--- src/pkg/conv_pkg.sv ---
// Purpose: shared constants for the converter control block
// Assumes: APB slave, 32-bit data, one register per aligned word
// Notes: offsets are printed indices; byte address is four times index
`default_nettype none
package conv_pkg;
  localparam logic [7:0] CONTROL_INDEX = 8'h00;
  localparam logic [7:0] VALUE_INDEX = 8'h01;
  localparam logic [7:0] SLEEP_INDEX = 8'h02;
  localparam logic [11:0] CONTROL_ADDR = {2'h0, CONTROL_INDEX, 2'h0};
  localparam logic [11:0] VALUE_ADDR = {2'h0, VALUE_INDEX, 2'h0};
  localparam logic [11:0] SLEEP_ADDR = {2'h0, SLEEP_INDEX, 2'h0};
  localparam int ENABLE_BIT = 0;
  localparam int BUFFER_BIT = 6;
  localparam int STANDBY_BIT = 7;
  localparam logic [7:0] CONTROL_WMASK = 8'hC1;
  localparam logic [7:0] CONTROL_RESET = 8'h00;
  localparam logic [7:0] VALUE_RESET = 8'h00;
  localparam int CLK_HZ = 20000000;
  localparam int STARTUP_NS = 1000;
  localparam int STARTUP_CYCLES =
    (STARTUP_NS * (CLK_HZ / 1000000) + 999) / 1000;
  typedef enum logic [1:0] {
    SLEEP_ACTIVE, SLEEP_IDLE, SLEEP_STANDBY, SLEEP_POWERDOWN
  } sleep_mode_t;
endpackage
`default_nettype wire

--- src/logic/conv_control.sv ---
// Purpose: control logic of an 8-bit voltage-output converter
// Assumes: one clock (peripheral clock), APB slave registers
// Notes: analog core and buffer live outside; this drives their controls
`timescale 1ns/1ns
`default_nettype none
module conv_control #(
  parameter bit HAS_PIN = 1'b1,
  parameter int STARTUP = conv_pkg::STARTUP_CYCLES
) (
  input wire logic clk,
  input wire logic rst_n,
  input wire logic clk_en,
  input wire logic psel,
  input wire logic penable,
  input wire logic pwrite,
  input wire logic [11:0] paddr,
  input wire logic [31:0] pwdata,
  input wire logic [3:0] pstrb,
  output logic [31:0] prdata,
  output logic pready,
  output logic pslverr,
  input wire logic [1:0] sleep_mode,
  output logic core_power,
  output logic buffer_power,
  output logic pin_drive,
  output logic internal_valid,
  output logic [7:0] hold_code,
  output logic convert_start
);
  ////////////////////////////////////////////////////////////////////////
  logic [7:0] ctrl_q, ctrl_d, value_q, value_d, hold_q, hold_d;
  logic [31:0] prdata_q, prdata_d;
  logic ready_q, ready_d, err_q, err_d, start_q, start_d;
  logic core_q, core_d, buf_q, buf_d, pin_q, pin_d, int_q, int_d;
  logic stopped_q, stopped_d, pend_q, pend_d;
  logic [15:0] wait_q, wait_d;
  logic [1:0] smode_q;
  logic access, wr, rd, hit, ctrl_wr, val_wr, en, sby_off, pd;

  // access phase; slave answers in the second access cycle, one wait state
  assign access = psel && penable && !ready_q;
  assign hit = paddr == conv_pkg::CONTROL_ADDR ||
               paddr == conv_pkg::VALUE_ADDR ||
               paddr == conv_pkg::SLEEP_ADDR;
  assign wr = access && pwrite && hit && pstrb[0];
  assign rd = access && !pwrite;
  assign ctrl_wr = wr && paddr == conv_pkg::CONTROL_ADDR;
  assign val_wr = wr && paddr == conv_pkg::VALUE_ADDR;
  assign en = ctrl_q[conv_pkg::ENABLE_BIT];
  // sleep mode comes from the same clock domain's power manager
  assign pd = smode_q == 2'(conv_pkg::SLEEP_POWERDOWN);
  assign sby_off = smode_q == 2'(conv_pkg::SLEEP_STANDBY) &&
                   !ctrl_q[conv_pkg::STANDBY_BIT];

  ////////////////////////////////////////////////////////////////////////
  always_comb begin
    ctrl_d = ctrl_q;
    value_d = value_q;
    hold_d = hold_q;
    start_d = 1'b0;
    prdata_d = prdata_q;
    ready_d = access;
    err_d = access && !hit;
    stopped_d = stopped_q;
    pend_d = pend_q;
    wait_d = wait_q;
    if (ctrl_wr) begin
      ctrl_d = pwdata[7:0] & conv_pkg::CONTROL_WMASK;
      if (!HAS_PIN) begin
        ctrl_d[conv_pkg::BUFFER_BIT] = 1'b0;
      end
    end
    if (val_wr) begin
      value_d = pwdata[7:0];
    end
    if (rd) begin
      case (paddr)
        conv_pkg::CONTROL_ADDR: prdata_d = {24'h0, ctrl_q};
        conv_pkg::VALUE_ADDR: prdata_d = {24'h0, value_q};
        conv_pkg::SLEEP_ADDR: prdata_d = {29'h0, stopped_q, smode_q};
        default: prdata_d = 32'h0;
      endcase
    end
    // starts requested by software
    if ((val_wr && en) ||
        (ctrl_wr && pwdata[conv_pkg::ENABLE_BIT])) begin
      pend_d = 1'b1;
    end
    if (!ctrl_d[conv_pkg::ENABLE_BIT]) begin
      pend_d = 1'b0;
    end
    if (pd || sby_off) begin
      stopped_d = 1'b1;
      wait_d = 16'(STARTUP);
    end else if (stopped_q) begin
      stopped_d = 1'b0;
      pend_d = pend_d || en;
    end else if (wait_q != 16'h0) begin
      wait_d = wait_q - 16'h1;
    end else if (pend_d) begin
      // latch the value being written this cycle, if any
      hold_d = value_d;
      start_d = 1'b1;
      pend_d = 1'b0;
    end
  end

  always_comb begin
    core_d = en && !(pd || sby_off);
    buf_d = core_d && ctrl_q[conv_pkg::BUFFER_BIT] && HAS_PIN;
    pin_d = buf_d;
    int_d = core_d;
  end

  // no debug-halt input exists: halting the CPU cannot alter this
  always_ff @(posedge clk or negedge rst_n) begin
    if (!rst_n) begin
      ctrl_q <= conv_pkg::CONTROL_RESET;
      value_q <= conv_pkg::VALUE_RESET;
      hold_q <= conv_pkg::VALUE_RESET;
      prdata_q <= 32'h0;
      ready_q <= 1'b0;
      err_q <= 1'b0;
      start_q <= 1'b0;
      core_q <= 1'b0;
      buf_q <= 1'b0;
      pin_q <= 1'b0;
      int_q <= 1'b0;
      stopped_q <= 1'b0;
      pend_q <= 1'b0;
      wait_q <= 16'h0;
      smode_q <= 2'h0;
    end else if (clk_en) begin
      ctrl_q <= ctrl_d;
      value_q <= value_d;
      hold_q <= hold_d;
      prdata_q <= prdata_d;
      ready_q <= ready_d;
      err_q <= err_d;
      start_q <= start_d;
      core_q <= core_d;
      buf_q <= buf_d;
      pin_q <= pin_d;
      int_q <= int_d;
      stopped_q <= stopped_d;
      pend_q <= pend_d;
      wait_q <= wait_d;
      smode_q <= sleep_mode;
    end
  end

  assign prdata = prdata_q;
  assign pready = ready_q;
  assign pslverr = err_q;
  assign core_power = core_q;
  assign buffer_power = buf_q;
  assign pin_drive = pin_q;
  assign internal_valid = int_q;
  assign hold_code = hold_q;
  assign convert_start = start_q;

  ////////////////////////////////////////////////////////////////////////
  AST_DATA_START: assert property (@(posedge clk) disable iff (!rst_n)
    clk_en && val_wr && en && !pd && !sby_off && !stopped_q &&
    wait_q == 16'h0 |=> convert_start && hold_code == $past(pwdata[7:0]))
    else $error("enabled data write did not start conversion");
  AST_NO_START_OFF: assert property (@(posedge clk) disable iff (!rst_n)
    clk_en && val_wr && !en && !ctrl_wr |=> !convert_start)
    else $error("disabled data write started conversion");
  AST_ENABLE_ON: assert property (@(posedge clk) disable iff (!rst_n)
    clk_en && ctrl_wr |=> en == $past(pwdata[0]))
    else $error("enable bit not written");
  AST_HOLD_STABLE: assert property (@(posedge clk) disable iff (!rst_n)
    !convert_start |-> $stable(hold_code))
    else $error("holding register changed without a start");
  AST_POWERDOWN: assert property (@(posedge clk) disable iff (!rst_n)
    clk_en && pd |=> !core_power && !buffer_power)
    else $error("power-down left converter on");
  AST_STANDBY_OFF: assert property (@(posedge clk) disable iff (!rst_n)
    clk_en && sby_off |=> !core_power && !convert_start)
    else $error("standby did not stop converter");
  AST_STANDBY_ON: assert property (@(posedge clk) disable iff (!rst_n)
    clk_en && en && smode_q == 2'(conv_pkg::SLEEP_STANDBY) &&
    ctrl_q[conv_pkg::STANDBY_BIT] |=> core_power)
    else $error("keep-on standby lost converter");
  AST_BUFFER: assert property (@(posedge clk) disable iff (!rst_n)
    pin_drive |-> core_power && buffer_power && HAS_PIN)
    else $error("pin driven without buffer");
  AST_INTERNAL: assert property (@(posedge clk) disable iff (!rst_n)
    clk_en && en && !pd && !sby_off |=> internal_valid)
    else $error("internal output not offered");
  AST_WAKE_DELAY: assert property (@(posedge clk) disable iff (!rst_n)
    clk_en && stopped_q && !pd && !sby_off |=> !convert_start)
    else $error("conversion without start-up delay");

  ////////////////////////////////////////////////////////////////////////
  // bus handshake: one-cycle answer, error only with ready
  AST_READY_ONE: assert property (
    @(posedge clk) disable iff (!rst_n) pready |=> !pready)
    else $error("ready held longer than one cycle");
  AST_ERR_WITH_READY: assert property (
    @(posedge clk) disable iff (!rst_n) pslverr |-> pready)
    else $error("error flagged without ready");
  AST_IDLE_NO_READY: assert property (
    @(posedge clk) disable iff (!rst_n) clk_en && !access |=> !pready)
    else $error("ready without an access");
  AST_UNMAPPED: assert property (
    @(posedge clk) disable iff (!rst_n)
    clk_en && access && !hit |=> pslverr && pready)
    else $error("unmapped access not flagged");
  AST_MAPPED_OK: assert property (
    @(posedge clk) disable iff (!rst_n)
    clk_en && access && hit |=> !pslverr)
    else $error("mapped access flagged as error");
  AST_READ_CTRL: assert property (
    @(posedge clk) disable iff (!rst_n)
    clk_en && rd && paddr == conv_pkg::CONTROL_ADDR |=>
    prdata == {24'h0, $past(ctrl_q)})
    else $error("control read data wrong");
  AST_READ_VALUE: assert property (
    @(posedge clk) disable iff (!rst_n)
    clk_en && rd && paddr == conv_pkg::VALUE_ADDR |=>
    prdata == {24'h0, $past(value_q)})
    else $error("value read data wrong");
  AST_VALUE_WRITE: assert property (
    @(posedge clk) disable iff (!rst_n)
    clk_en && val_wr |=> value_q == $past(pwdata[7:0]))
    else $error("value write lost");
  AST_VALUE_KEEP: assert property (
    @(posedge clk) disable iff (!rst_n)
    !(clk_en && val_wr) |=> $stable(value_q))
    else $error("value changed without a write");
  AST_STROBE: assert property (
    @(posedge clk) disable iff (!rst_n)
    clk_en && access && pwrite && !pstrb[0] |=>
    $stable(value_q) && $stable(ctrl_q))
    else $error("write without lane 0 took effect");
  AST_CTRL_MASK: assert property (
    @(posedge clk) disable iff (!rst_n)
    (ctrl_q & ~conv_pkg::CONTROL_WMASK) == 8'h00)
    else $error("reserved control bit set");
  // clock enable low must freeze the control, value and holding registers
  AST_FREEZE: assert property (
    @(posedge clk) disable iff (!rst_n)
    !clk_en |=> $stable(ctrl_q) && $stable(value_q) && $stable(hold_q))
    else $error("state moved while clock enable low");

  // conversion starts
  AST_START_PULSE: assert property (
    @(posedge clk) disable iff (!rst_n)
    clk_en && convert_start |=> !convert_start)
    else $error("start longer than one cycle");
  AST_START_NEEDS_EN: assert property (
    @(posedge clk) disable iff (!rst_n) convert_start |-> en)
    else $error("start while disabled");
  AST_ENABLE_START: assert property (
    @(posedge clk) disable iff (!rst_n)
    clk_en && ctrl_wr && pwdata[0] && !pd && !sby_off && !stopped_q &&
    wait_q == 16'h0 |=> convert_start && hold_code == $past(value_q))
    else $error("enable write did not start conversion");
  AST_DISABLE_NO_START: assert property (
    @(posedge clk) disable iff (!rst_n)
    clk_en && ctrl_wr && !pwdata[0] |=> !convert_start)
    else $error("start after disable write");
  AST_HOLD_ON_START: assert property (
    @(posedge clk) disable iff (!rst_n)
    convert_start |-> hold_code == value_q)
    else $error("holding register differs from value at start");
  AST_WAIT_BLOCKS: assert property (
    @(posedge clk) disable iff (!rst_n)
    clk_en && wait_q != 16'h0 |=> !convert_start)
    else $error("start during start-up wait");
  AST_WAIT_LOAD: assert property (
    @(posedge clk) disable iff (!rst_n)
    clk_en && (pd || sby_off) |=> wait_q == 16'(STARTUP))
    else $error("start-up wait not loaded on stop");
  AST_PD_STOPS: assert property (
    @(posedge clk) disable iff (!rst_n)
    clk_en && pd |=> !convert_start)
    else $error("start in power-down");

  // power and routing of the analog parts
  AST_CORE_NEEDS_EN: assert property (
    @(posedge clk) disable iff (!rst_n) clk_en && !en |=> !core_power)
    else $error("core powered while disabled");
  AST_BUF_NEEDS_CORE: assert property (
    @(posedge clk) disable iff (!rst_n) buffer_power |-> core_power)
    else $error("buffer powered without core");
  AST_PIN_EQ_BUF: assert property (
    @(posedge clk) disable iff (!rst_n) pin_drive == buffer_power)
    else $error("pin routing differs from buffer power");
  AST_BUF_OFF_BIT: assert property (
    @(posedge clk) disable iff (!rst_n)
    clk_en && !ctrl_q[conv_pkg::BUFFER_BIT] |=> !buffer_power)
    else $error("buffer on with enable bit clear");
  AST_NO_PIN_INST: assert property (
    @(posedge clk) disable iff (!rst_n)
    !HAS_PIN |-> !buffer_power && !pin_drive)
    else $error("pin buffer in an internal-only unit");
  AST_INT_EQ_CORE: assert property (
    @(posedge clk) disable iff (!rst_n) internal_valid == core_power)
    else $error("internal output differs from core power");
  AST_STANDBY_BUF: assert property (
    @(posedge clk) disable iff (!rst_n)
    clk_en && sby_off |=> !buffer_power)
    else $error("buffer left on in standby");
  AST_WAKE_CORE: assert property (
    @(posedge clk) disable iff (!rst_n)
    clk_en && stopped_q && en && !pd && !sby_off |=> core_power)
    else $error("core not re-enabled on wake");
endmodule // conv_control
`default_nettype wire

--- config.mk ---
export PLATFORM = sky130hd
export DESIGN_NAME = conv_control
export DESIGN_NICKNAME = d
export VERILOG_FILES = /design/src/pkg/conv_pkg.sv /design/src/logic/conv_control.sv
export SDC_FILE = /design/constraint.sdc
export NUM_CORES = 1
export LEC_CHECK = 0
export BUFFER_PORTS_ARGS = -buffer_cell sky130_fd_sc_hd__buf_4
export CAP_MARGIN = 20
export CORE_ASPECT_RATIO = 0.75
export CORE_MARGIN = 4
export CORE_UTILIZATION = 47
export CTS_CLUSTER_SIZE = 8
export DETAILED_ROUTE_END_ITERATION = 7
export GPL_TIMING_DRIVEN = 0
export HOLD_SLACK_MARGIN = 0.02
export PLACE_DENSITY = 0.79
export SYNTH_ARGS = -nofsm -noshare
export SYNTH_HDL_FRONTEND = slang
export SYNTH_SLANG_ARGS = --single-unit
--- constraint.sdc ---
create_clock -name clk -period 4.18 [get_ports clk]
set_input_delay 0.418 -clock clk [delete_from_list [all_inputs] [get_ports clk]]
set_output_delay 0.418 -clock clk [all_outputs]
set_load 0.03 [all_outputs]
# Word level (Yosys, flattened, before mapping)

Cells that the tools add are included.

Register bits after elaboration: 76
Bits of input ports: 56
Output and inout port bits: 47
Logic and storage cells: 70

Add/subtract/negate cells: 1
Equal/unequal tests: 5
Muxes and demuxes: 16
Bitwise gates (word level): 3
Reductions and logical operators: 31

Operators by type and width:

| operator                                                                | count |
|---|---|
| 16-bit two-way mux                                                      | 3 |
| 8-bit case mux with 3 select lines                                      | 1 |
| 16-bit nonzero test                                                     | 1 |
| 16-bit by 1-bit subtractor with 16-bit output (second input constant)   | 1 |
| 1-bit logical AND                                                       | 14 |
| 12-bit by 3-bit equality test with 1-bit output (second input constant) | 1 |
| 12-bit by 4-bit equality test with 1-bit output (second input constant) | 1 |
| 12-bit logical NOT                                                      | 1 |
| 1-bit two-way mux                                                       | 11 |
| 8-bit two-way mux                                                       | 1 |
| 1-bit logical NOT                                                       | 5 |
| 1-bit logical OR                                                        | 5 |
| 5-bit AND reduction                                                     | 1 |
| 2-bit equality test (second input constant)                             | 2 |
| 2-bit AND reduction                                                     | 2 |
| 1-bit NOT                                                               | 3 |
| 3-bit AND reduction                                                     | 1 |
| 2-bit by 1-bit != test with 1-bit output (second input constant)        | 1 |
| 2-bit nonzero test                                                      | 1 |

# Longest topological paths before layout

Gate-level depths: netlist of the first run.

Word-level depth: 14
Gate-level depth with buffers: 8
Mapped depth without buffers: 7

# Worst setup path before layout of the first run

OpenSTA, ideal clock, no wires.

Path kind: register to register
From: register wait_q[0]
To: register hold_q[0] (netlist: hold_code[0])
Library setup time: 0.125 ns
Arrival: 2.336 ns
Setup slack: 1.719 ns
Cell stages (with the launch flop): 9
Buffers on the path: 1
Cell sequence: dfrtp_1 inv_1 ha_1 or3b_1 or3_1 buf_2 and4bb_2 o2bb2ai_4 mux2_2

Cells in the longest elaborated chain, start to end: 3

Ends and longest elaborated chain:

| what                          | RTL line            | text |
|---|---|---|
| from (decl)                   | conv_control.sv:36  | `logic [15:0] wait_q, wait_d;` |
| from (signal assigned)        | conv_control.sv:147 | `wait_q <= wait_d;` |
| 16-bit nonzero test           | conv_control.sv:98  | `end else if (wait_q != 16'h0) begin` |
| 1-bit NOT (no line)           | --                  |  |
| 5-bit AND reduction (no line) | --                  |  |
| to (signal assigned)          | conv_control.sv:120 | `hold_q <= conv_pkg::VALUE_RESET;` |
| to (signal assigned)          | conv_control.sv:136 | `hold_q <= hold_d;` |
| to (decl)                     | conv_control.sv:31  | `logic [7:0] ctrl_q, ctrl_d, value_q, value_d, hold_q, hold_d;` |

No other way between the ends.
A chain may end at the register's enable or synchronous reset.

# Worst setup path in the final report of the first run

Same ends and word-level chain as after synthesis.

==> results.sh, run 1 <==
export IMPL_vias=2132
export IMPL_worst_pin_slew_ps=738.3
export IMPL_critPathRequiredTime_ps=4370
export IMPL_critPathBufInv=2
export IMPL_ys_seq_elements=52
export IMPL_die_height_um=74.28
export IMPL_syn_inst=266
export IMPL_powerDensity_mw_per_mm2=331.2
export IMPL_fin_skew_ps=8.769
export IMPL_timing_final_crit_share_pct=65.23
export IMPL_grt_ovfl_total=0
export IMPL_swShare_pct=27.56
export IMPL_start_util_pct=50.08
export IMPL_wl_mm=5.968
export IMPL_cts_sinks=52
export IMPL_outcome="finished, final reports clean"
export IMPL_crit_family="simple AND/OR/NAND/NOR gates"
export IMPL_dieWidth_um=96.37
export IMPL_grt_pass1_vias=1980
export IMPL_nets=403
export IMPL_io_buffers=50
export IMPL_worst_ep_arrival_time_ps=2920
export IMPL_setup_tns_ps=0
export IMPL_vias_per_cell=5.052
export IMPL_cts_tree="yes"
export IMPL_max_freq_mhz=366.8
export IMPL_boundaryPins=103
export IMPL_postCtsSetupBuffers=0
export IMPL_antenna_found_initial=0
export IMPL_clock_latency_ps=310
export IMPL_ys_flop_type="dfrtp_1"
export IMPL_placementRows=23
export IMPL_synth_edff_count=0
export IMPL_crit_slowest_cell="dfrtp_1"
export IMPL_synth_area_mm2=0.002753
export IMPL_seq_power_share_pct=49.2
export IMPL_postRouteAntennaNets=0
export IMPL_synth_area_per_cell_um2=10.35
export IMPL_holdBufCountCts=0
export IMPL_cts_inserted_buffers=5
export IMPL_clk_path_buf_depth=2
export IMPL_drt_wirelength_per_cell_um=14.14
export IMPL_drcViolationCount=0
export IMPL_cts_root_buffer_cell="clkbuf_8"
export IMPL_hpwl_mm=4.538
export IMPL_num_antenna_cells=0
export IMPL_power_leakage_nw=1.703
export IMPL_synthDistinctLibCells=45
export IMPL_yosysSeqAreaShare_pct=47.27
export IMPL_fin_cells=422
export IMPL_fin_crit_ps=2727
export IMPL_drive_gt1_share_pct=35.16
export IMPL_crit_chain="inv_1, ha_1, or3b_1, or3_1, buf_2, nand3b_1, o2bb2ai_4, mux2_2"
export IMPL_internal_power_uw=824.1
export IMPL_syn_to_final_growth_pct=24.77
export IMPL_async_flop_share_pct=100.0
export IMPL_ir_drop_mv=0.2100
export IMPL_p_comb_share_pct=17.8
export IMPL_max_slew_margin_rel_pct=50.32
export IMPL_critPathKind="flip-flop to flip-flop"
export IMPL_setup_viol=0
export IMPL_critPathMaxStageDelay_ps=430
export IMPL_drtPass1Iterations=4
export IMPL_synth_warnings=0
export IMPL_grt_pass1_wl_mm=9.515
export IMPL_crit_fanout=9
export IMPL_grt_max_degree=53
export IMPL_hold_class="primary input to async pin"
export IMPL_p_clk_share_pct=33.0
export IMPL_hold_viol=0
export IMPL_drtIter0Drc=148
export IMPL_final_cell_mix="76 x buf_4, 52 x dfrtp_1, 30 x mux2_2"
export IMPL_cts_resized=0
export IMPL_cts_clk_slew_worst_paths_ps=90
export IMPL_final_max_slew_violation_count=0
export IMPL_grt_total_usage_pct=17.32
export IMPL_critPathLaunchType="flip-flop"
export IMPL_dp_cells=414
export IMPL_drv_cap=0
export IMPL_rsz0062_at_grt="no"
export IMPL_cts_htree_levels=2
export IMPL_p_sw_uw=313.6
export IMPL_die_area_mm2=0.007158
export IMPL_worst_setup_path_end_kind="flip-flop"
export IMPL_core_mm2=0.005497
export IMPL_layout_commonest_cell="buf_4"
export IMPL_globalplace_congestion=0.8512
[path summary, 6_finish.rpt]
path,cells past startpoint,end,from,slack (ps)
hold / removal,1,hold_code[4],rst_n,120
setup / recovery,8,hold_code[0],wait_q[0],1450
min in group clk,2,value_q[4],pwdata[4],350
setup reg to reg,8,hold_code[0],wait_q[0],1450
max in group asynchronous,1,value_q[5],rst_n,3610
hold reg to reg,1,convert_start,convert_start,500
[power by group through the flow]
stage / sequential, mW / clock, mW / combinational [mW]
after global placement: 0.567 / 0 / 0.198
after global routing: 0.565 / 0.407 / 0.224
final: 0.560 / 0.375 / 0.203
after detailed placement: 0.568 / 0 / 0.201
after floorplan: 0.565 / 0 / 0.141
after CTS: 0.559 / 0.381 / 0.202
[synthesized netlist by cell type (2+ instances only)]
master / n / area (um2)
clkbuf_1: 6 / 22.52
nor3_1: 4 / 20.02
mux2i_1: 4 / 40.04
o21ai_0: 17 / 85.08
dfrtp_1: 52 / 1301
nor2_1: 22 / 82.58
or2_2: 4 / 25.02
or4_1: 5 / 37.54
xnor2_1: 3 / 26.28
a22oi_1: 2 / 15.01
buf_4: 26 / 195.2
nor2b_1: 2 / 12.51
xor2_1: 7 / 61.31
nand2_1: 21 / 78.83
nand3b_1: 2 / 15.01
nand2b_1: 3 / 18.77
a22o_1: 2 / 17.52
nor4_1: 7 / 43.79
a21oi_1: 6 / 30.03
nand4_1: 2 / 12.51
a21o_1: 2 / 15.01
mux2_2: 30 / 337.8
or3_1: 4 / 25.02
nand3_1: 5 / 25.02
inv_1: 8 / 30.03
[through the flow]
stage / cell area (um2) / power [mW] / hold slack [ps] / setup WS [ps] / utilization (%)
2_1_floorplan: 2839 / 0.7059 / 122.4 / 1719 / -
3_3_place_gp: 3308 / 0.7645 / 468.9 / 1529 / 60.19
3_5_place_dp: 3308 / 0.7693 / 482.7 / 1506 / 60.19
4_1_cts: 3435 / 1.142 / 153.2 / 1456 / 62.49
5_1_grt: 3435 / 1.197 / 172.1 / 1294 / 62.49
6_report: 3435 / 1.138 / 123.8 / 1453 / 62.49
[final cells by class]
| class | instances | area [um2] |
|---|---|---|
| well taps | 75 | 93.84 |
| inverters | 8 | 30.03 |
| multi-input cells | 196 | 1285 |
| flip-flops and latches | 52 | 1301 |
| clock buffers | 7 | 96.34 |
| clock inverters | 1 | 30.03 |
| fillers | 453 | 2062 |
| plain buffers | 33 | 222.7 |
| repair buffers | 50 | 375.4 |
[flip-flops by register name (all words and copies together) (netlist names)]
name	count
prdata	8
pend_q	1
ctrl_q	3
hold_code	8
pready	1
convert_start	1
value_q	8
pin_drive	1
internal_valid	1
pslverr	1
stopped_q	1
smode_q	2
wait_q	16
[logic make-up after synthesis]
| logic type | count (synthesis) | share of synthesized area [%] |
|---|---|---|
| muxes | 34 | 13.73 |
| DFF | 52 | 47.27 |
| AOI/OAI and AO/OA | 36 | 8.455 |
| adders and majority gates | 1 | 0.4545 |
| other | 1 | 0.1362 |
| and+or+nand+nor | 91 | 17.59 |
| buffers and inverters | 41 | 9.182 |
| xor gates and xnor gates | 10 | 3.182 |
[layer usage]
metal  share of wire, %  wire [um]  vias up  track usage (%)
li1                   -          -     1047                -
met1                 49       2911      988            25.03
met2                 41       2467       90            25.94
met3                8.6        516        7            4.348
met4                1.2         72        0            5.132
met5                  0          0        -                0
No activity file was read; power rests on OpenSTA's default activity.
==> run 2: changes to the inputs <==
--- a/config.mk
+++ b/config.mk
@@ -9,12 +9,12 @@
 export CAP_MARGIN = 20
 export CORE_ASPECT_RATIO = 0.75
 export CORE_MARGIN = 4
-export CORE_UTILIZATION = 47
+export CORE_UTILIZATION = 44
 export CTS_CLUSTER_SIZE = 8
 export DETAILED_ROUTE_END_ITERATION = 7
 export GPL_TIMING_DRIVEN = 0
 export HOLD_SLACK_MARGIN = 0.02
-export PLACE_DENSITY = 0.79
+export PLACE_DENSITY = 0.78
 export SYNTH_ARGS = -nofsm -noshare
 export SYNTH_HDL_FRONTEND = slang
 export SYNTH_SLANG_ARGS = --single-unit
==> constraint.sdc (replaced) <==
create_clock -name clk -period 2.3 [get_ports clk]
set_input_delay 0.23 -clock clk [delete_from_list [all_inputs] [get_ports clk]]
set_output_delay 0.23 -clock clk [all_outputs]
set_load 0.03 [all_outputs]
==> results.sh, run 2 (same netlist as run 1, synthesis figures left out) <==
export IMPL_wl_mm=6.528
export IMPL_vias_per_cell=5.051
export IMPL_seq_power_share_pct=50.4
export IMPL_dp_cells=417
export IMPL_grt_total_usage_pct=17.21
export IMPL_swShare_pct=30.66
export IMPL_timing_final_crit_share_pct=108.0
export IMPL_cts_tree="yes"
export IMPL_dieWidth_um=99.33
export IMPL_grt_pass1_vias=2162
export IMPL_power_leakage_nw=1.739
export IMPL_worst_ep_arrival_time_ps=2670
export IMPL_drtPass1Iterations=4
export IMPL_die_height_um=76.50
export IMPL_outcome="finished, violations left"
export IMPL_powerDensity_mw_per_mm2=565.3
export IMPL_start_util_pct=46.30
export IMPL_grt_ovfl_total=0
export IMPL_setup_viol=12
export IMPL_clock_latency_ps=300
export IMPL_final_cell_mix="82 x buf_4, 52 x dfrtp_1, 24 x conb_1"
export IMPL_die_area_mm2=0.007599
export IMPL_hold_class="primary input to flip-flop"
export IMPL_fin_skew_ps=13.34
export IMPL_critPathKind="flip-flop to flip-flop"
export IMPL_p_clk_share_pct=26.8
export IMPL_drv_cap=0
export IMPL_worst_setup_path_end_kind="flip-flop"
export IMPL_critPathRequiredTime_ps=2480
export IMPL_largest_reg_flops=16
export IMPL_globalplace_congestion=0.7661
export IMPL_grt_pass1_wl_mm=10.71
export IMPL_violations="negative setup slack"
export IMPL_cts_clk_slew_worst_paths_ps=100
export IMPL_top_register="wait_q"
export IMPL_num_antenna_cells=0
export IMPL_fin_cells=433
export IMPL_internal_power_mw=1.405
export IMPL_hold_viol=0
export IMPL_crit_fanout=5
export IMPL_antenna_found_initial=0
export IMPL_layout_commonest_cell="buf_4"
export IMPL_total_power_mw=2.026
export IMPL_pre_cts_slack_ps=-347.0
export IMPL_max_freq_mhz=402.5
export IMPL_worst_pin_slew_ps=667.1
export IMPL_p_sw_uw=621.0
export IMPL_placementRows=24
export IMPL_cts_inserted_buffers=5
export IMPL_vias=2187
export IMPL_core_mm2=0.005946
export IMPL_drt_wirelength_per_cell_um=15.08
export IMPL_io_buffers=50
export IMPL_grt_max_degree=53
export IMPL_cts_htree_levels=2
export IMPL_cts_root_buffer_cell="clkbuf_8"
export IMPL_setup_ws_ps=-184.4
export IMPL_boundaryPins=103
export IMPL_rsz0062_at_grt="yes"
export IMPL_drtIter0Drc=159
export IMPL_drive_gt1_share_pct=40.28
export IMPL_fin_crit_ps=2484
export IMPL_max_slew_margin_rel_pct=55.52
export IMPL_critPathLaunchType="flip-flop"
export IMPL_nets=411
export IMPL_final_max_slew_violation_count=0
export IMPL_cts_sinks=52
export IMPL_clk_path_buf_depth=2
export IMPL_postRouteAntennaNets=0
export IMPL_syn_to_final_growth_pct=30.18
export IMPL_drcViolationCount=0
export IMPL_ir_drop_mv=0.2990
export IMPL_p_comb_share_pct=22.7
export IMPL_hpwl_mm=4.529
run 2: final cells by class:
cell class              instances  area (um2)
clock inverters                 1       7.507
clock buffers                   7       86.33
inverters                       8       30.03
plain buffers                  31       214.0
repair buffers                 60       464.2
fillers                       499        2362
flip-flops and latches         52        1301
well taps                      78       97.59
multi-input cells             196        1383
run 2: power groups by stage:
| stage | Clock [mW] | Sequential [mW] | Combinational (mW) |
|---|---|---|---|
| 2_1_floorplan | 0 | 1.03 | 0.264 |
| 3_3_place_gp | 0 | 1.03 | 0.365 |
| 3_5_place_dp | 0 | 1.03 | 0.377 |
| 4_1_cts | 0.559 | 1.01 | 0.414 |
| 5_1_grt | 0.597 | 1.03 | 0.509 |
| 6_report | 0.543 | 1.02 | 0.461 |
run 2: worst paths after layout:
kind	startpoint	endpoint	slack [ps]	cells after the start
min reg2reg	prdata[5]	prdata[5]	500	2
max in group asynchronous	rst_n	hold_code[0]	1360	2
min	pwdata[4]	value_q[4]	170	2
max reg2reg	wait_q[0]	hold_code[0]	-180	8
min in group asynchronous	rst_n	wait_q[6]	500	2
max	wait_q[0]	hold_code[0]	-180	8
run 2: stage by stage:
stage / hold WS, ps / area (um2) / util [%] / setup TNS [ps]
6_report: 166.5 / 3583 / 60.27 / -1341
2_1_floorplan: -65.59 / 2874 / - / -778.1
4_1_cts: 158.0 / 3566 / 59.97 / -2327
5_1_grt: 156.7 / 3583 / 60.27 / -2214
3_3_place_gp: 302.8 / 3347 / 56.29 / -2416
3_5_place_dp: 307.2 / 3347 / 56.29 / -3068
run 2: layer usage:
layer / global-route usage (%) / vias to the layer above / routed length, um
met4: 3.001 / 0 / 64
met3: 3.751 / 4 / 435
met2: 26.47 / 72 / 2985
li1: - / 1055 / -
met5: 0 / - / 0
met1: 25.16 / 1056 / 3042
run 2: timing repair:
item | 4_1_cts | 5_1_grt
hold buffers | 1 | 0
pin swaps | 3 | 15
setup endpoints to repair | 12 | 31
setup buffers | 9 | 3
gates cloned | 1 | 0
resized for setup | 7 | 15
hold endpoints to repair | 52 | 0
run 2: critical path, cell delays in order (launching register included):
cell	delay, ps
dfrtp_1	410
inv_1	80
ha_2	180
or3b_4	390
or3_4	380
and4bb_2	330
o2bb2ai_4	130
buf_6	160
mux2_4	300
==> run 3: changes to the inputs <==
--- a/config.mk
+++ b/config.mk
@@ -14,7 +14,7 @@
 export DETAILED_ROUTE_END_ITERATION = 7
 export GPL_TIMING_DRIVEN = 0
 export HOLD_SLACK_MARGIN = 0.02
-export PLACE_DENSITY = 0.78
+export PLACE_DENSITY = 0.76
 export SYNTH_ARGS = -nofsm -noshare
 export SYNTH_HDL_FRONTEND = slang
 export SYNTH_SLANG_ARGS = --single-unit
==> results.sh, run 3 (same netlist as run 1, synthesis figures left out) <==
export IMPL_final_max_slew_violation_count=0
export IMPL_fin_skew_ps=9.329
export IMPL_reg2reg_from="wait_q[7]"
export IMPL_postRouteAntennaNets=0
export IMPL_total_power_mw=2.011
export IMPL_grt_pass1_vias=2139
export IMPL_crit_slowest_cell="or4b_4"
export IMPL_outcome="finished, violations left"
export IMPL_die_height_um=76.50
export IMPL_hold_depth=2
export IMPL_worst_ep_arrival_time_ps=2600
export IMPL_drive_gt1_share_pct=41.18
export IMPL_timing_final_crit_share_pct=104.5
export IMPL_critPathKind="flip-flop to flip-flop"
export IMPL_cts_tree="yes"
export IMPL_r2r_end="hold_code[7]"
export IMPL_rr_worst_depth=6
export IMPL_antenna_found_initial=0
export IMPL_fin_cells=435
export IMPL_start_util_pct=46.30
export IMPL_setup_ws_ps=-103.9
export IMPL_max_freq_mhz=416.0
export IMPL_io_buffers=50
export IMPL_hold_viol=0
export IMPL_max_slew_margin_rel_pct=56.31
export IMPL_fin_area_mm2=0.003602
export IMPL_worst_setup_path_end_kind="flip-flop"
export IMPL_layout_commonest_cell="buf_4"
export IMPL_min_from="pwdata[5]"
export IMPL_whs_ps=152.5
export IMPL_ir_drop_mv=0.2611
export IMPL_critPathMaxStageDelay_ps=560
export IMPL_post_route_util_pct=60.59
export IMPL_setup_viol=14
export IMPL_cts_root_buffer_cell="clkbuf_8"
export IMPL_dieWidth_um=99.33
export IMPL_critPathRequiredTime_ps=2500
export IMPL_clk_path_buf_depth=2
export IMPL_cts_clk_slew_worst_paths_ps=90
export IMPL_grt_ovfl_total=0
export IMPL_largest_reg_flops=16
export IMPL_fillers=490
export IMPL_drt_wirelength_per_cell_um=14.92
export IMPL_crit_chain="or4b_4, or3_4, and4bb_2, o2bb2ai_4, buf_12, mux2_4"
export IMPL_syn_to_final_growth_pct=30.86
export IMPL_fin_crit_ps=2404
export IMPL_grt_max_degree=53
export IMPL_clock_latency_ps=310
export IMPL_min_to="value_q[5]"
export IMPL_grt_pass1_wl_mm=10.56
export IMPL_top_register="wait_q"
export IMPL_hold_class="primary input to flip-flop"
export IMPL_powerDensity_mw_per_mm2=558.3
export IMPL_violations="negative setup slack"
export IMPL_grt_total_usage_pct=17.30
export IMPL_placed_area_mm2=0.003347
export IMPL_cts_inserted_buffers=5
export IMPL_num_antenna_cells=0
export IMPL_crit_fanout=6
export IMPL_critPathLaunchType="flip-flop"
export IMPL_rrSetupSlack_ps=-100
export IMPL_worst_pin_slew_ps=655.4
export IMPL_drtPass1Iterations=5
export IMPL_drcViolationCount=0
export IMPL_nets=414
export IMPL_power_leakage_nw=1.758
export IMPL_rsz0062_at_grt="yes"
export IMPL_die_area_mm2=0.007599
export IMPL_globalplace_congestion=0.7885
export IMPL_drv_cap=0
export IMPL_final_cell_mix="86 x buf_4, 52 x dfrtp_1, 24 x conb_1"
export IMPL_vias_per_cell=5.103
export IMPL_startpoint="wait_q[7]"
export IMPL_core_mm2=0.005946
export IMPL_cts_htree_levels=2
export IMPL_cts_sinks=52
export IMPL_boundaryPins=103
export IMPL_dp_cells=417
export IMPL_drtIter0Drc=115
export IMPL_vias=2220
export IMPL_placementRows=24
export IMPL_setup_tns_ps=-1092
export IMPL_pre_cts_slack_ps=-340.0
export IMPL_hpwl_mm=4.498
export IMPL_wl_mm=6.490
==> run 3: cell count changes in the layout (fill, tap and decap cells not counted), sizes merged <==
cell      change
buf           +4
clkbuf        -2
clkinv        +1
clkinvlp      -1
==> run 3: area by class of cell <==
cell class / instances / area [um2] / share of cell area [%]
well taps: 78 / 97.59 / 2.709
clock inverters: 1 / 5.005 / 0.1389
inverters: 8 / 30.03 / 0.8336
plain buffers: 30 / 210.2 / 5.835
flip-flops and latches: 52 / 1301 / 36.12
multi-input cells: 196 / 1383 / 38.38
clock buffers: 6 / 72.57 / 2.015
repair buffers: 64 / 503.0 / 13.96
==> run 3: worst max path at each step <==
stage,end,slack (ps),depth (start not counted)
floorplan,hold_code[0],-100,8
finish,hold_code[7],-100,6
global placement,hold_code[4],-300,8
detailed placement,hold_code[5],-340,8
CTS,hold_code[7],-210,9
global route,hold_code[7],-170,8
==> run 3: where the power goes <==
| part | total (mW) | internal, mW | switching [mW] |
|---|---|---|---|
| logic | 0.491 | 0.221 | 0.270 |
| clock network | 0.502 | 0.208 | 0.294 |
| registers | 1.02 | 0.964 | 0.0545 |
| total | 2.01 | 1.39 | 0.619 |
==> run 3: routing by layer <==
metal	routed length [um]	global-route usage, %	vias to the layer above
met5	0	0	-
met4	87	4.911	0
met3	471	4.666	8
met2	2915	25.60	74
met1	3016	24.77	1075
li1	-	-	1063
==> run 3: worst max-delay path: cells and delay by family (launching register included) <==
family | cells | cell delay (ps)
simple gates | 3 | 1310
buf+inv | 1 | 150
flops | 1 | 410
mux | 1 | 290
compound gates | 1 | 140
==> run 3: timing repair <==
item	CTS	global route
hold buffers	1	0
setup endpoints to repair	12	30
pin swaps	4	13
resized for setup	7	15
setup buffers	10	3
hold endpoints to repair	52	0
